==> src/core/opmode_pkg.sv <==
// ****************************************************************
// Constants shared by the operating-mode control.
// ****************************************************************
package opmode_pkg;

   // Operating modes presented to decode and address generation.
   typedef enum logic [2:0]
   {
      MODE_REAL,
      MODE_PROTECTED,
      MODE_VIRTUAL,
      MODE_SYS_MGMT,
      MODE_LONG64,
      MODE_COMPAT
   } mode_type;

   // Size encodings for address, operand and stack widths.
   localparam logic [1:0] SIZE_16 = 2'h0;
   localparam logic [1:0] SIZE_32 = 2'h1;
   localparam logic [1:0] SIZE_64 = 2'h2;

   // Register widths in bits.
   localparam logic [6:0] REG_WIDTH_32 = 7'h20;
   localparam logic [6:0] REG_WIDTH_64 = 7'h40;

   // Address-space limits expressed as number of address bits.
   localparam logic [6:0] SPACE_BITS_REAL = 7'h14;
   localparam logic [6:0] SPACE_BITS_4G = 7'h20;
   localparam logic [6:0] SPACE_BITS_64 = 7'h40;

   // Privilege levels.
   localparam logic [1:0] PRIV_KERNEL = 2'h0;
   localparam logic [1:0] PRIV_USER = 2'h3;

   // Reset values of the mode state.
   localparam logic RESET_FLAG = 1'b0;

endpackage : opmode_pkg

==> src/core/opmode_ctrl.sv <==
// Operation
// - Reset or power-up always starts the core in real mode.
// - 64-bit submode defaults to 64-bit address, 32-bit operand size.
// - 64-bit submode prefixes override one instruction; extension prefix gives 64-bit operands.
// - 64-bit submode: 64-bit registers, extra general and vector registers only there.
// - Long submode chosen per code segment from its attributes.
// - Compatibility submode confines accesses to the lowest 4 Gbytes.
// - Compatibility submode: size prefixes toggle 16 and 32-bit sizes.
// - Compatibility: protected segmentation, long-mode translation and interrupts.
// - Long mode only with paged protected mode; no real mode then.
// - Real mode: 1 Mbyte space, 16-bit operands, prefix gives 32.
// - Real mode: no paging, all software at privilege 0.
// - Protected mode: 4 Gbyte spaces, physical equals virtual unpaged.
// - Protected mode supports privilege levels zero through 3.
// - Virtual mode: privilege 3 task, real-mode translation, 1 Mbyte space.
// - Virtual mode follows the flag, changed only by task switch or return; the code also clears it with protection off or long mode enabled.
// - Pop-flags leaves the virtual-machine flag unchanged.
// - With long mode enabled, virtual mode enable is silently ignored.
// - System-management interrupt enters system-management mode, separate space.
// - System-management output isolates handler memory while active.
// - System-management mode: real addressing, 4 Gbyte limits, 16-bit defaults.
`timescale 1ns/1ps
module opmode_ctrl
(
   // Clock and reset.
   input wire logic clk,
   input wire logic rst_n,
   // System control bits from privileged software.
   input wire logic protect_enable,
   input wire logic paging_enable,
   input wire logic long_enable,
   // Code-segment attributes of the current code segment.
   input wire logic cs_long_attr,
   input wire logic cs_default_big,
   input wire logic [1:0] cs_privilege,
   // Flag-load events.
   input wire logic flags_load_task_switch,
   input wire logic flags_load_interrupt_return,
   input wire logic flags_load_pop,
   input wire logic flags_load_vm,
   // System-management entry and resume.
   input wire logic system_mgmt_interrupt,
   input wire logic system_mgmt_resume,
   // Per-instruction prefixes.
   input wire logic operand_size_prefix,
   input wire logic address_size_prefix,
   input wire logic register_extension_prefix,
   // Mode state outputs.
   output opmode_pkg::mode_type mode,
   output logic virtual_machine_flag,
   output logic system_mgmt_mode,
   output logic long_active,
   // Size and feature outputs for the current instruction.
   output logic [1:0] address_size,
   output logic [1:0] operand_size,
   output logic [1:0] stack_size,
   output logic [6:0] general_register_width,
   output logic extra_registers_enable,
   output logic [6:0] virtual_space_bits,
   output logic paging_active,
   output logic segmentation_legacy,
   output logic long_translation,
   output logic [1:0] current_privilege
);
   import opmode_pkg::*;

   // ****************************************************************
   // Mode state.
   // ****************************************************************
   logic sys_mgmt_saved_long;
   mode_type next_mode;
   logic next_vm;
   logic next_sys_mgmt;
   logic long_legal;
   logic vm_write;

   // Long mode is legal only under paged protected mode.
   assign long_legal = long_enable & protect_enable & paging_enable;
   // Only task switch or privileged return may write the flag; pop-flags cannot.
   assign vm_write = (flags_load_task_switch | (flags_load_interrupt_return
      & (cs_privilege == PRIV_KERNEL))) & ~flags_load_pop;
   // Set requests are dropped silently while long mode is enabled.
   assign next_vm = vm_write ? (flags_load_vm & ~long_enable) :
      (virtual_machine_flag & protect_enable & ~long_enable);
   // Interrupt entry wins over resume.
   assign next_sys_mgmt = system_mgmt_interrupt | (system_mgmt_mode & ~system_mgmt_resume);

   // Mode selection from the next flag values and the segment attributes.
   always_comb
   begin
      next_mode = MODE_REAL;
      if (next_sys_mgmt)
         next_mode = MODE_SYS_MGMT;
      else if (long_legal)
         next_mode = cs_long_attr ? MODE_LONG64 : MODE_COMPAT;
      else if (protect_enable & next_vm)
         next_mode = MODE_VIRTUAL;
      else if (protect_enable)
         next_mode = MODE_PROTECTED;
      else
         next_mode = MODE_REAL;
   end

   // State registers; reset forces real mode.
   always_ff @(posedge clk or negedge rst_n)
   begin
      if (!rst_n)
      begin
         mode <= MODE_REAL;
         virtual_machine_flag <= RESET_FLAG;
         system_mgmt_mode <= RESET_FLAG;
      end
      else
      begin
         mode <= next_mode;
         virtual_machine_flag <= next_vm;
         system_mgmt_mode <= next_sys_mgmt;
      end
   end

   // Remember whether long mode was active on system-management entry.
   always_ff @(posedge clk or negedge rst_n)
   begin
      if (!rst_n)
         sys_mgmt_saved_long <= RESET_FLAG;
      else if (system_mgmt_interrupt & ~system_mgmt_mode)
         sys_mgmt_saved_long <= long_legal;
   end

   // ****************************************************************
   // Decoded attributes of the current mode.
   // ****************************************************************
   logic is_long64;
   logic is_compat;
   logic is_real_addr;
   logic [1:0] legacy_default;
   logic [1:0] legacy_toggled_op;
   logic [1:0] legacy_toggled_addr;

   assign is_long64 = (mode == MODE_LONG64);
   assign is_compat = (mode == MODE_COMPAT);
   assign is_real_addr = (mode == MODE_REAL) | (mode == MODE_VIRTUAL) | (mode == MODE_SYS_MGMT);
   assign long_active = is_long64 | is_compat;
   // Protected and compatibility defaults follow the segment size bit.
   assign legacy_default = (cs_default_big & ~is_real_addr) ? SIZE_32 : SIZE_16;
   // A size prefix toggles between 16 and 32 bits.
   assign legacy_toggled_op = operand_size_prefix ?
      ((legacy_default == SIZE_32) ? SIZE_16 : SIZE_32) : legacy_default;
   assign legacy_toggled_addr = address_size_prefix ?
      ((legacy_default == SIZE_32) ? SIZE_16 : SIZE_32) : legacy_default;

   // Address size: 64 by default in 64-bit submode, prefix gives 32.
   always_comb
   begin
      if (is_long64)
         address_size = address_size_prefix ? SIZE_32 : SIZE_64;
      else
         address_size = legacy_toggled_addr;
   end

   // Operand size: 32 by default in 64-bit submode, extension prefix gives 64.
   always_comb
   begin
      if (is_long64)
      begin
         if (register_extension_prefix)
            operand_size = SIZE_64;
         else if (operand_size_prefix)
            operand_size = SIZE_16;
         else
            operand_size = SIZE_32;
      end
      else
         operand_size = legacy_toggled_op;
   end

   // Stack size follows 64 bits in 64-bit submode, else the segment default.
   assign stack_size = is_long64 ? SIZE_64 : legacy_default;
   assign general_register_width = is_long64 ? REG_WIDTH_64 : REG_WIDTH_32;
   assign extra_registers_enable = is_long64 & register_extension_prefix;

   // Virtual-space reach for each mode.
   always_comb
   begin
      case (mode)
         MODE_LONG64: virtual_space_bits = SPACE_BITS_64;
         MODE_COMPAT: virtual_space_bits = SPACE_BITS_4G;
         MODE_PROTECTED: virtual_space_bits = SPACE_BITS_4G;
         MODE_SYS_MGMT: virtual_space_bits = SPACE_BITS_4G;
         MODE_VIRTUAL: virtual_space_bits = SPACE_BITS_REAL;
         MODE_REAL: virtual_space_bits = SPACE_BITS_REAL;
         default: virtual_space_bits = SPACE_BITS_REAL;
      endcase
   end

   // Paging off in real and system-management modes; identity map unpaged.
   assign paging_active = paging_enable & protect_enable & (mode != MODE_REAL)
      & (mode != MODE_SYS_MGMT);
   assign segmentation_legacy = ~is_long64;
   assign long_translation = long_active | (system_mgmt_mode & sys_mgmt_saved_long);

   // Privilege: 0 in real and system-management modes, 3 in virtual mode, segment level otherwise.
   always_comb
   begin
      case (mode)
         MODE_REAL: current_privilege = PRIV_KERNEL;
         MODE_SYS_MGMT: current_privilege = PRIV_KERNEL;
         MODE_VIRTUAL: current_privilege = PRIV_USER;
         default: current_privilege = cs_privilege;
      endcase
   end
endmodule : opmode_ctrl

==> config.mk <==
export PLATFORM = sky130hd
export DESIGN_NAME = opmode_ctrl
export DESIGN_NICKNAME = d
export VERILOG_FILES = /design/src/core/opmode_pkg.sv /design/src/core/opmode_ctrl.sv
export SDC_FILE = /design/constraint.sdc
export NUM_CORES = 1
export LEC_CHECK = 0
export BUFFER_PORTS_ARGS = -buffer_cell sky130_fd_sc_hd__buf_4
export CAP_MARGIN = 15
export CORE_UTILIZATION = 36
export DETAILED_ROUTE_END_ITERATION = 10
export PLACE_DENSITY = 0.77
export SLEW_MARGIN = 20
export SYNTH_ARGS = -nofsm -noshare
export SYNTH_HDL_FRONTEND = slang
export SYNTH_SLANG_ARGS = --single-unit
==> constraint.sdc <==
create_clock -name clk -period 2.09 [get_ports clk]
set_clock_uncertainty 0.05 [all_clocks]
set_input_delay 0.418 -clock clk [delete_from_list [all_inputs] [get_ports clk]]
set_output_delay 0.418 -clock clk [all_outputs]
set_load 0.02 [all_outputs]
==> flow_summary.ini, run 1 <==
[run_status]
outcome = finished, final reports clean

[setup_path]
worst_path_largest_cell_delay_ns = 0.47
crit_path_start_kind = register
cp-end-kind = output pin
worstSetupPathType = register to output pin
cp_data_required_time_ns = 1.62
crit_slowest_cell = or3b_2
cp_max_fo = 2
cp.arrival_ns = 1.53
rrSetupSlack_ns = 0.93
crit_chain = or3b_2 -> a21o_1 -> a22oi_2 -> buf_4

[floorplan]
io-pin-count = 50
die_area_mm2 = 0.00174
die_x_um = 41.7
start_util_pct = 41.0
core_mm2 = 0.00138
rows = 13
fp.dieH_um = 41.7

[placement]
gp_congestion = 0.779
dp_hpwl_um = 1080
numPortBuffers = 41

[clock_network]
cts_buffers = 3
cts_setup_buffers = 0
clkTransAtPathRegs_ns = 0.04
cts_tree = built
clock_sinks = 6
cts-htree-levels = 1
cts_root_buffer = clkbuf_4
clk_latency_ns = 0.24
clockBufferDepth = 2

[synth]
yosys_warnings = 0
syn_area_per_cell_um2 = 7.76
synth-edff-count = 0
syn_inst = 73
ys_types = 29
syn_area_um2 = 567
ys.flop_type = dfrtp_1
ys_seq_area_share_pct = 26.5
ys_ff_latch = 6
ys_async_sr_fraction_pct = 100

[drt]
viasPerCell = 5.21
post-route-drc-count = 0
wl_per_cell_um = 10.4
drtIter0Drc = 19
ant_nets = 0
vias = 657
wl_um = 1310
dr.pass1.iters = 4

[timing]
setup_violations = 0
post-route-period-util_pct = 95.4
fin_tns_setup_ns = 0
drv_slew = 0
fmax_mhz = 502
hold_viol = 0
min_period_ns = 1.99
rsz0062_at_grt = no

[job]
cap_violations = 0

[global_routing]
grt_start_max_net_pins = 13
grt_overflow_total = 0
grt_usage_pct = 14.1
grt_pass1_vias = 477
grt_pass1_wl_um = 1950
grt_antenna_before_repair = 0

[hold_path]
hold_class = input pin to register

[cells_and_area]
areaGrowthSynthToFinish_pct = 53.2
nets = 131
drive_gt1_share_pct = 46.8
n_antenna_cell = 0

[power]
p_per_area_mw_per_mm2 = 456
ir_drop_mv = 0.342
p_leak_nw = 0.468
power_mw = 0.396
## power breakdown
part	internal (mW)	total [mW]	leakage [nW]	switching, mW
clock	0.0647	0.103	0.0138	0.0383
sequential	0.124	0.133	0.0724	0.00915
combinational	0.0728	0.160	0.382	0.0876
## Yosys cell counts (2+ instances only)
cell type	number	area (um2)
o21ai_0	4	20.0
nand2_1	7	26.3
buf_4	13	97.6
inv_1	5	18.8
nor3_1	2	10.0
a311o_1	2	20.0
nor2b_1	4	25.0
nand3_1	2	10.0
a21oi_1	3	15.0
nor2_1	4	15.0
clkbuf_1	3	11.3
dfrtp_1	6	150
a21o_1	2	15.0
## critical path: cells and delay by family (launching register included)
family,cells,cell delay [ns]
AND/OR/NAND/NOR,1,0.47
AO/OA/AOI/OAI,2,0.30
buffers and inverters,1,0.16
flip-flops,1,0.36
## sequential cells by signal, summed over array words and instances, names as in the netlist
signal	cells
mode	3
sys_mgmt_saved_long	1
system_mgmt_mode	1
virtual_machine_flag	1
## per-stage QoR
stage | cell area (um2) | hold slack [ns] | utilization, % | setup WS [ns] | std cells
floorplan | 593 | 0.0724 | - | 0.00332 | 80
global placement | 826 | 0.176 | 59.7 | 0.175 | 122
detailed placement | 826 | 0.177 | 59.7 | 0.165 | 122
CTS | 858 | 0.292 | 62.1 | 0.0517 | 126
global route | 868 | 0.309 | 62.8 | 0.0198 | 126
finish | 868 | 0.308 | 62.8 | 0.0960 | 126
## logic make-up after synthesis
| logic type | share of synthesized area, % |
|---|---|
| XOR/XNOR | 1.55 |
| buffers and inverters | 22.5 |
| AND/OR/NAND/NOR | 24.5 |
| multiplexers | 1.77 |
| flip-flops | 26.5 |
| other | 0.662 |
| AO/OA/AOI/OAI | 22.5 |
## routing by layer
layer  up-vias  part of all wire, %  GRT usage [%]
li1        310                    -              -
met1       291                   39           16.4
met2        52                   48           24.4
met3         4                   12           3.48
met4         0                 0.61           5.81
met5         -                    0              0
## layout by cell type (no fill, tap or decap), types with 2 or more instances in the layout
cell type and instances:
a21o_1 2, conb_1 8, dfrtp_1 6, inv_1 5, a311o_1 2, o21ai_0 4, buf_4 43, nor2_1 4
nand3_1 2, nor2b_1 4, a21oi_1 3, nand2_1 7, clkbuf_4 3
## worst paths after layout
check	start	to	depth (start not counted)
worst max-delay path	mode[0]$_DFF_PN0_	operand_size[0]	4
worst min-delay path	long_enable	virtual_machine_flag$_DFF_PN0_	2
worst max register to register	system_mgmt_mode$_DFF_PN0_	mode[0]$_DFF_PN0_	3
worst min register to register	sys_mgmt_saved_long$_DFFE_PN0P_	sys_mgmt_saved_long$_DFFE_PN0P_	2
max in group asynchronous	rst_n	mode[0]$_DFF_PN0_	2
min in group asynchronous	rst_n	virtual_machine_flag$_DFF_PN0_	2
## timing repair
action | in CTS | in global routing
hold buffers | 1 | 0
endpoints found under the hold margin | 6 | 0
endpoints found under the setup margin | 0 | 2
resized for setup | 0 | 2
## cell type report
class / count / area (um2)
sequential: 6 / 150
timing repair buffer: 44 / 333
fill: 130 / 514
tap: 15 / 18.8
clock buffer: 3 / 22.5
multi-input combinational: 53 / 325
inverter: 5 / 18.8
(Power assumes the default switching activity.)
==> inputs of run 2 (changes only) <==
--- a/config.mk
+++ b/config.mk
@@ -10,6 +10,7 @@
 export CORE_UTILIZATION = 36
 export DETAILED_ROUTE_END_ITERATION = 10
 export PLACE_DENSITY = 0.77
+export REMOVE_ABC_BUFFERS = 1
 export SLEW_MARGIN = 20
 export SYNTH_ARGS = -nofsm -noshare
 export SYNTH_HDL_FRONTEND = slang
==> run 2 against run 1 <==
Highest routed layer is now met3. Non-clock buffer count grew 1. Clock power hardly changed. Design area up 0.86%. Critical path type unchanged.
==> flow_summary.ini, run 2 (synthesized netlist as in run 1, its figures left out) <==
[placement]
numPortBuffers = 41
dp_hpwl_um = 1070
gp_congestion = 0.743
dp_cells = 122

[setup_path]
cp_top_family = simple AND/OR/NAND/NOR gates
rrSetupSlack_ns = 0.95
worst_path_largest_cell_delay_ns = 0.46
cp.arrival_ns = 1.53
crit_slowest_cell = or3b_2
startpoint = mode[0]$_DFF_PN0_
reg2regPathDepth = 3
worst_r2r_endpoint = mode[0]$_DFF_PN0_
crit_end = operand_size[0]
cp_data_required_time_ns = 1.62
crit_path_start_kind = register
cp.depth = 4
r2r-start = system_mgmt_mode$_DFF_PN0_
cp_max_fo = 2
crit_buf_inv = 1
cp-end-kind = output pin
crit_chain = or3b_2 -> a21o_1 -> a22oi_2 -> buf_4
worstSetupPathType = register to output pin

[global_routing]
grt_pass1_wl_um = 2150
grt_antenna_before_repair = 0
grt_pass1_vias = 521
grt_util_met1_pct = 18.2
gr-usage-met2_pct = 26.6
busiest_layer = met2
grt_overflow_total = 0
met3_usage_pct = 5.65
grt_usage_pct = 15.2
grt_start_max_net_pins = 13

[floorplan]
fp.dieH_um = 41.7
io-pin-count = 50
start_util_pct = 41.0
die_area_mm2 = 0.00174
core_mm2 = 0.00138
rows = 13
die_x_um = 41.7

[clock_network]
clk_latency_ns = 0.24
clockBufferDepth = 2
clkTransAtPathRegs_ns = 0.05
cts-htree-levels = 1
cts_tree = built
clock_sinks = 6
cts_buffers = 3
cts_root_buffer = clkbuf_4

[timing]
hold_viol = 0
post-route-period-util_pct = 95.7
fin_tns_setup_ns = 0
drv_slew = 0
setup_violations = 0
fmax_mhz = 500
rsz0062_at_grt = no
min_period_ns = 2.00

[cells_and_area]
areaGrowthSynthToFinish_pct = 54.5
top_register = mode
stdcell_count = 127
n_antenna_cell = 0
largest_reg_flops = 3
layout_common_cells = 44 x buf_4, 8 x conb_1, 7 x nand2_1
layout_commonest_cell = buf_4
drive_gt1_share_pct = 47.3
nets = 132

[drt]
ant_nets = 0
post-route-drc-count = 0
viasPerCell = 4.99
dr.pass1.iters = 4
drtIter0Drc = 15
vias = 634
wl_per_cell_um = 10.3
wl_um = 1300

[run_status]
outcome = finished, final reports clean

[power]
p_leak_nw = 0.474
p_per_area_mw_per_mm2 = 454
ir_drop_mv = 0.346

[hold_path]
hold_class = input pin to register

[job]
cap_violations = 0
## run 2: cell count changes in the layout (fill, tap and decap cells not counted), sizes merged
cell	previous run	this run
buf	43	44
## run 2: per-layer routing
layer  wire, um  part of all wire (%)
met3        165                    13
met2        614                    47
met5          0                     0
met4          0                     0
met1        524                    40
## run 2: worst min path at each step
stage	from	end	slack [ns]	cells after the start
3_5_place_dp	rst_n	system_mgmt_mode$_DFF_PN0_	0.18	1
2_1_floorplan	rst_n	mode[0]$_DFF_PN0_	0.07	0
5_1_grt	long_enable	virtual_machine_flag$_DFF_PN0_	0.30	2
3_3_place_gp	rst_n	system_mgmt_mode$_DFF_PN0_	0.18	1
6_report	long_enable	virtual_machine_flag$_DFF_PN0_	0.30	2
4_1_cts	long_enable	virtual_machine_flag$_DFF_PN0_	0.30	2
## run 2: timing repair
item / CTS / global route
hold buffers: 1 / 0
gates resized for setup: 0 / 2
buffers inserted: 1 / 0
gates cloned: 0 / 0
setup endpoints to repair: 1 / 6
endpoints found under the hold margin: 6 / 0
## run 2: cell type report
cell class / instances / area, um2
multi-input cells: 53 / 325
clock buffers: 3 / 22.5
inverters: 5 / 18.8
fillers: 128 / 507
repair buffers: 45 / 340
flip-flops and latches: 6 / 150
well taps: 15 / 18.8
## run 2: power breakdown
group | total (mW) | internal [mW] | switching (mW)
Combinational | 0.160 | 0.0732 | 0.0872
Sequential | 0.133 | 0.124 | 0.00928
Clock | 0.104 | 0.0648 | 0.0395
Total | 0.398 | 0.262 | 0.136
## run 2: per-stage QoR
stage / power, mW / cell area [um2] / setup slack [ns] / utilization, % / hold WS, ns
2_1_floorplan: 0.214 / 484 / -0.908 / - / 0.0724
3_3_place_gp: 0.289 / 826 / 0.189 / 59.7 / 0.178
3_5_place_dp: 0.291 / 826 / 0.180 / 59.7 / 0.177
4_1_cts: 0.398 / 866 / 0.0599 / 62.6 / 0.301
5_1_grt: 0.424 / 876 / 0.00594 / 63.3 / 0.302
6_report: 0.398 / 876 / 0.0904 / 63.3 / 0.304
==> inputs of run 3 (changes only) <==
--- a/config.mk
+++ b/config.mk
@@ -11,6 +11,7 @@
 export DETAILED_ROUTE_END_ITERATION = 10
 export PLACE_DENSITY = 0.77
 export REMOVE_ABC_BUFFERS = 1
+export SETUP_SLACK_MARGIN = 0.1
 export SLEW_MARGIN = 20
 export SYNTH_ARGS = -nofsm -noshare
 export SYNTH_HDL_FRONTEND = slang
==> run 3 against run 2 <==
Combinational power up 2%. Critical path depth unchanged. Non-clock buffer count unchanged. Global-route usage increased by 0.36 points. First-iteration DRC count down 20%. Count of clock-buffer cells in the layout unchanged. Core utilization rose by 1.3 points. Worst hold slack barely moved.
==> flow_summary.ini, run 3 (synthesized netlist as in run 1, its figures left out) <==
[timing]
hold_viol = 0
rsz0062_at_grt = yes
setup_ws_ns = 0.117
drv_slew = 0
min_period_ns = 1.97
setup_violations = 0
post-route-period-util_pct = 94.4
fmax_mhz = 507

[setup_path]
rrSetupSlack_ns = 0.95
crit_chain = or3b_2 -> a21o_1 -> a22oi_2 -> buf_6
worst_path_largest_cell_delay_ns = 0.46
worst_r2r_endpoint = mode[0]$_DFF_PN0_
reg2regPathDepth = 3
cp_max_fo = 2
cp-end-kind = output pin
r2r-start = system_mgmt_mode$_DFF_PN0_
crit_path_start_kind = register
cp_data_required_time_ns = 1.62
worstSetupPathType = register to output pin
crit_slowest_cell = or3b_2
cp.arrival_ns = 1.50
startpoint = mode[0]$_DFF_PN0_

[cells_and_area]
drive_gt1_share_pct = 49.1
layout_common_cells = 43 x buf_4, 8 x conb_1, 7 x nand2_1
top_register = mode
fill_cells = 124
fin_area_um2 = 893
n_antenna_cell = 0
stdcell_count = 127
largest_reg_flops = 3
layout_commonest_cell = buf_4
areaGrowthSynthToFinish_pct = 57.6
nets = 132

[hold_path]
whs_path_depth = 2
min_from = long_enable
hold_class = input pin to register
holdPathEnd = virtual_machine_flag$_DFF_PN0_

[global_routing]
grt_usage_pct = 15.6
grt_pass1_vias = 533
grt_start_max_net_pins = 13
grt_overflow_total = 0
grt_pass1_wl_um = 2210
grt_antenna_before_repair = 0

[drt]
wl_per_cell_um = 10.6
wl_um = 1340
ant_nets = 0
drtIter0Drc = 12
dr.pass1.iters = 4
post-route-drc-count = 0
viasPerCell = 5.03
vias = 639

[placement]
dp_cells = 122
dpl_cell_area_um2 = 826
numPortBuffers = 41
dp_hpwl_um = 1070
gp_congestion = 0.743
dp_worst_setup_slack_ns = 0.180

[power]
p_leak_nw = 0.483
ir_drop_mv = 0.346
p_per_area_mw_per_mm2 = 450

[floorplan]
die_x_um = 41.7
core_mm2 = 0.00138
io-pin-count = 50
fp.dieH_um = 41.7
rows = 13
start_util_pct = 41.0
die_area_mm2 = 0.00174

[run_status]
outcome = finished, final reports clean

[job]
cap_violations = 0

[clock_network]
cts_tree = built
clk_latency_ns = 0.24
clkTransAtPathRegs_ns = 0.05
cts_root_buffer = clkbuf_4
cts-htree-levels = 1
clockBufferDepth = 2
clock_sinks = 6
cts_buffers = 3
==> run 3: cell counts in the layout (fill, tap and decap cells not counted) <==
No cell type changed its count.
==> run 3: critical path, delay by kind of cell, from the launching register on <==
kind | cells | cell delay (ns)
AO/OA/AOI/OAI | 2 | 0.30
buffers and inverters | 1 | 0.14
flip-flops | 1 | 0.37
AND/OR/NAND/NOR | 1 | 0.46
==> run 3: stage by stage <==
stage          power [mW]  util [%]  setup TNS (ns)  hold WS, ns
2_1_floorplan       0.214         -           -2.83       0.0724
6_report            0.402      64.6               0        0.304
4_1_cts             0.399      63.0               0        0.301
3_5_place_dp        0.291      59.7               0        0.177
5_1_grt             0.430      64.6               0        0.302
3_3_place_gp        0.289      59.7               0        0.178
==> run 3: repair_timing <==
action	in CTS	in global routing
hold buffers	1	0
setup buffers	1	0
gates cloned	0	0
hold endpoints to repair	6	0
pin swaps	2	1
endpoints found under the setup margin	2	8
resized for setup	1	5
==> run 3: final cells by class <==
type	instances	area [um2]	area share [%]
multi-input combinational	53	338	37.8
inverter	5	18.8	2.10
timing repair buffer	45	344	38.5
clock buffer	3	22.5	2.52
sequential	6	151	16.9
tap	15	18.8	2.10
==> run 3: worst max path at each step <==
stage	end	slack [ns]
after floorplan	address_size[1]	-0.91
after global placement	operand_size[0]	0.19
after detailed placement	operand_size[0]	0.18
final	operand_size[0]	0.12
after global routing	operand_size[0]	0.03
after CTS	operand_size[0]	0.07
==> run 3: per-layer routing <==
metal  track usage [%]  vias up  wire, um
met1              19.0      280       531
met5                 0        -         0
met4              1.94        0         0
met3              5.65        0       154
li1                  -      313         -
met2              26.9       46       655
==> run 3: report_power, final <==
part / leakage [nW] / internal, mW / total (mW) / switching [mW]
Sequential: 0.0717 / 0.124 / 0.134 / 0.0102
Combinational: 0.398 / 0.0750 / 0.164 / 0.0889
Clock: 0.0138 / 0.0648 / 0.104 / 0.0395
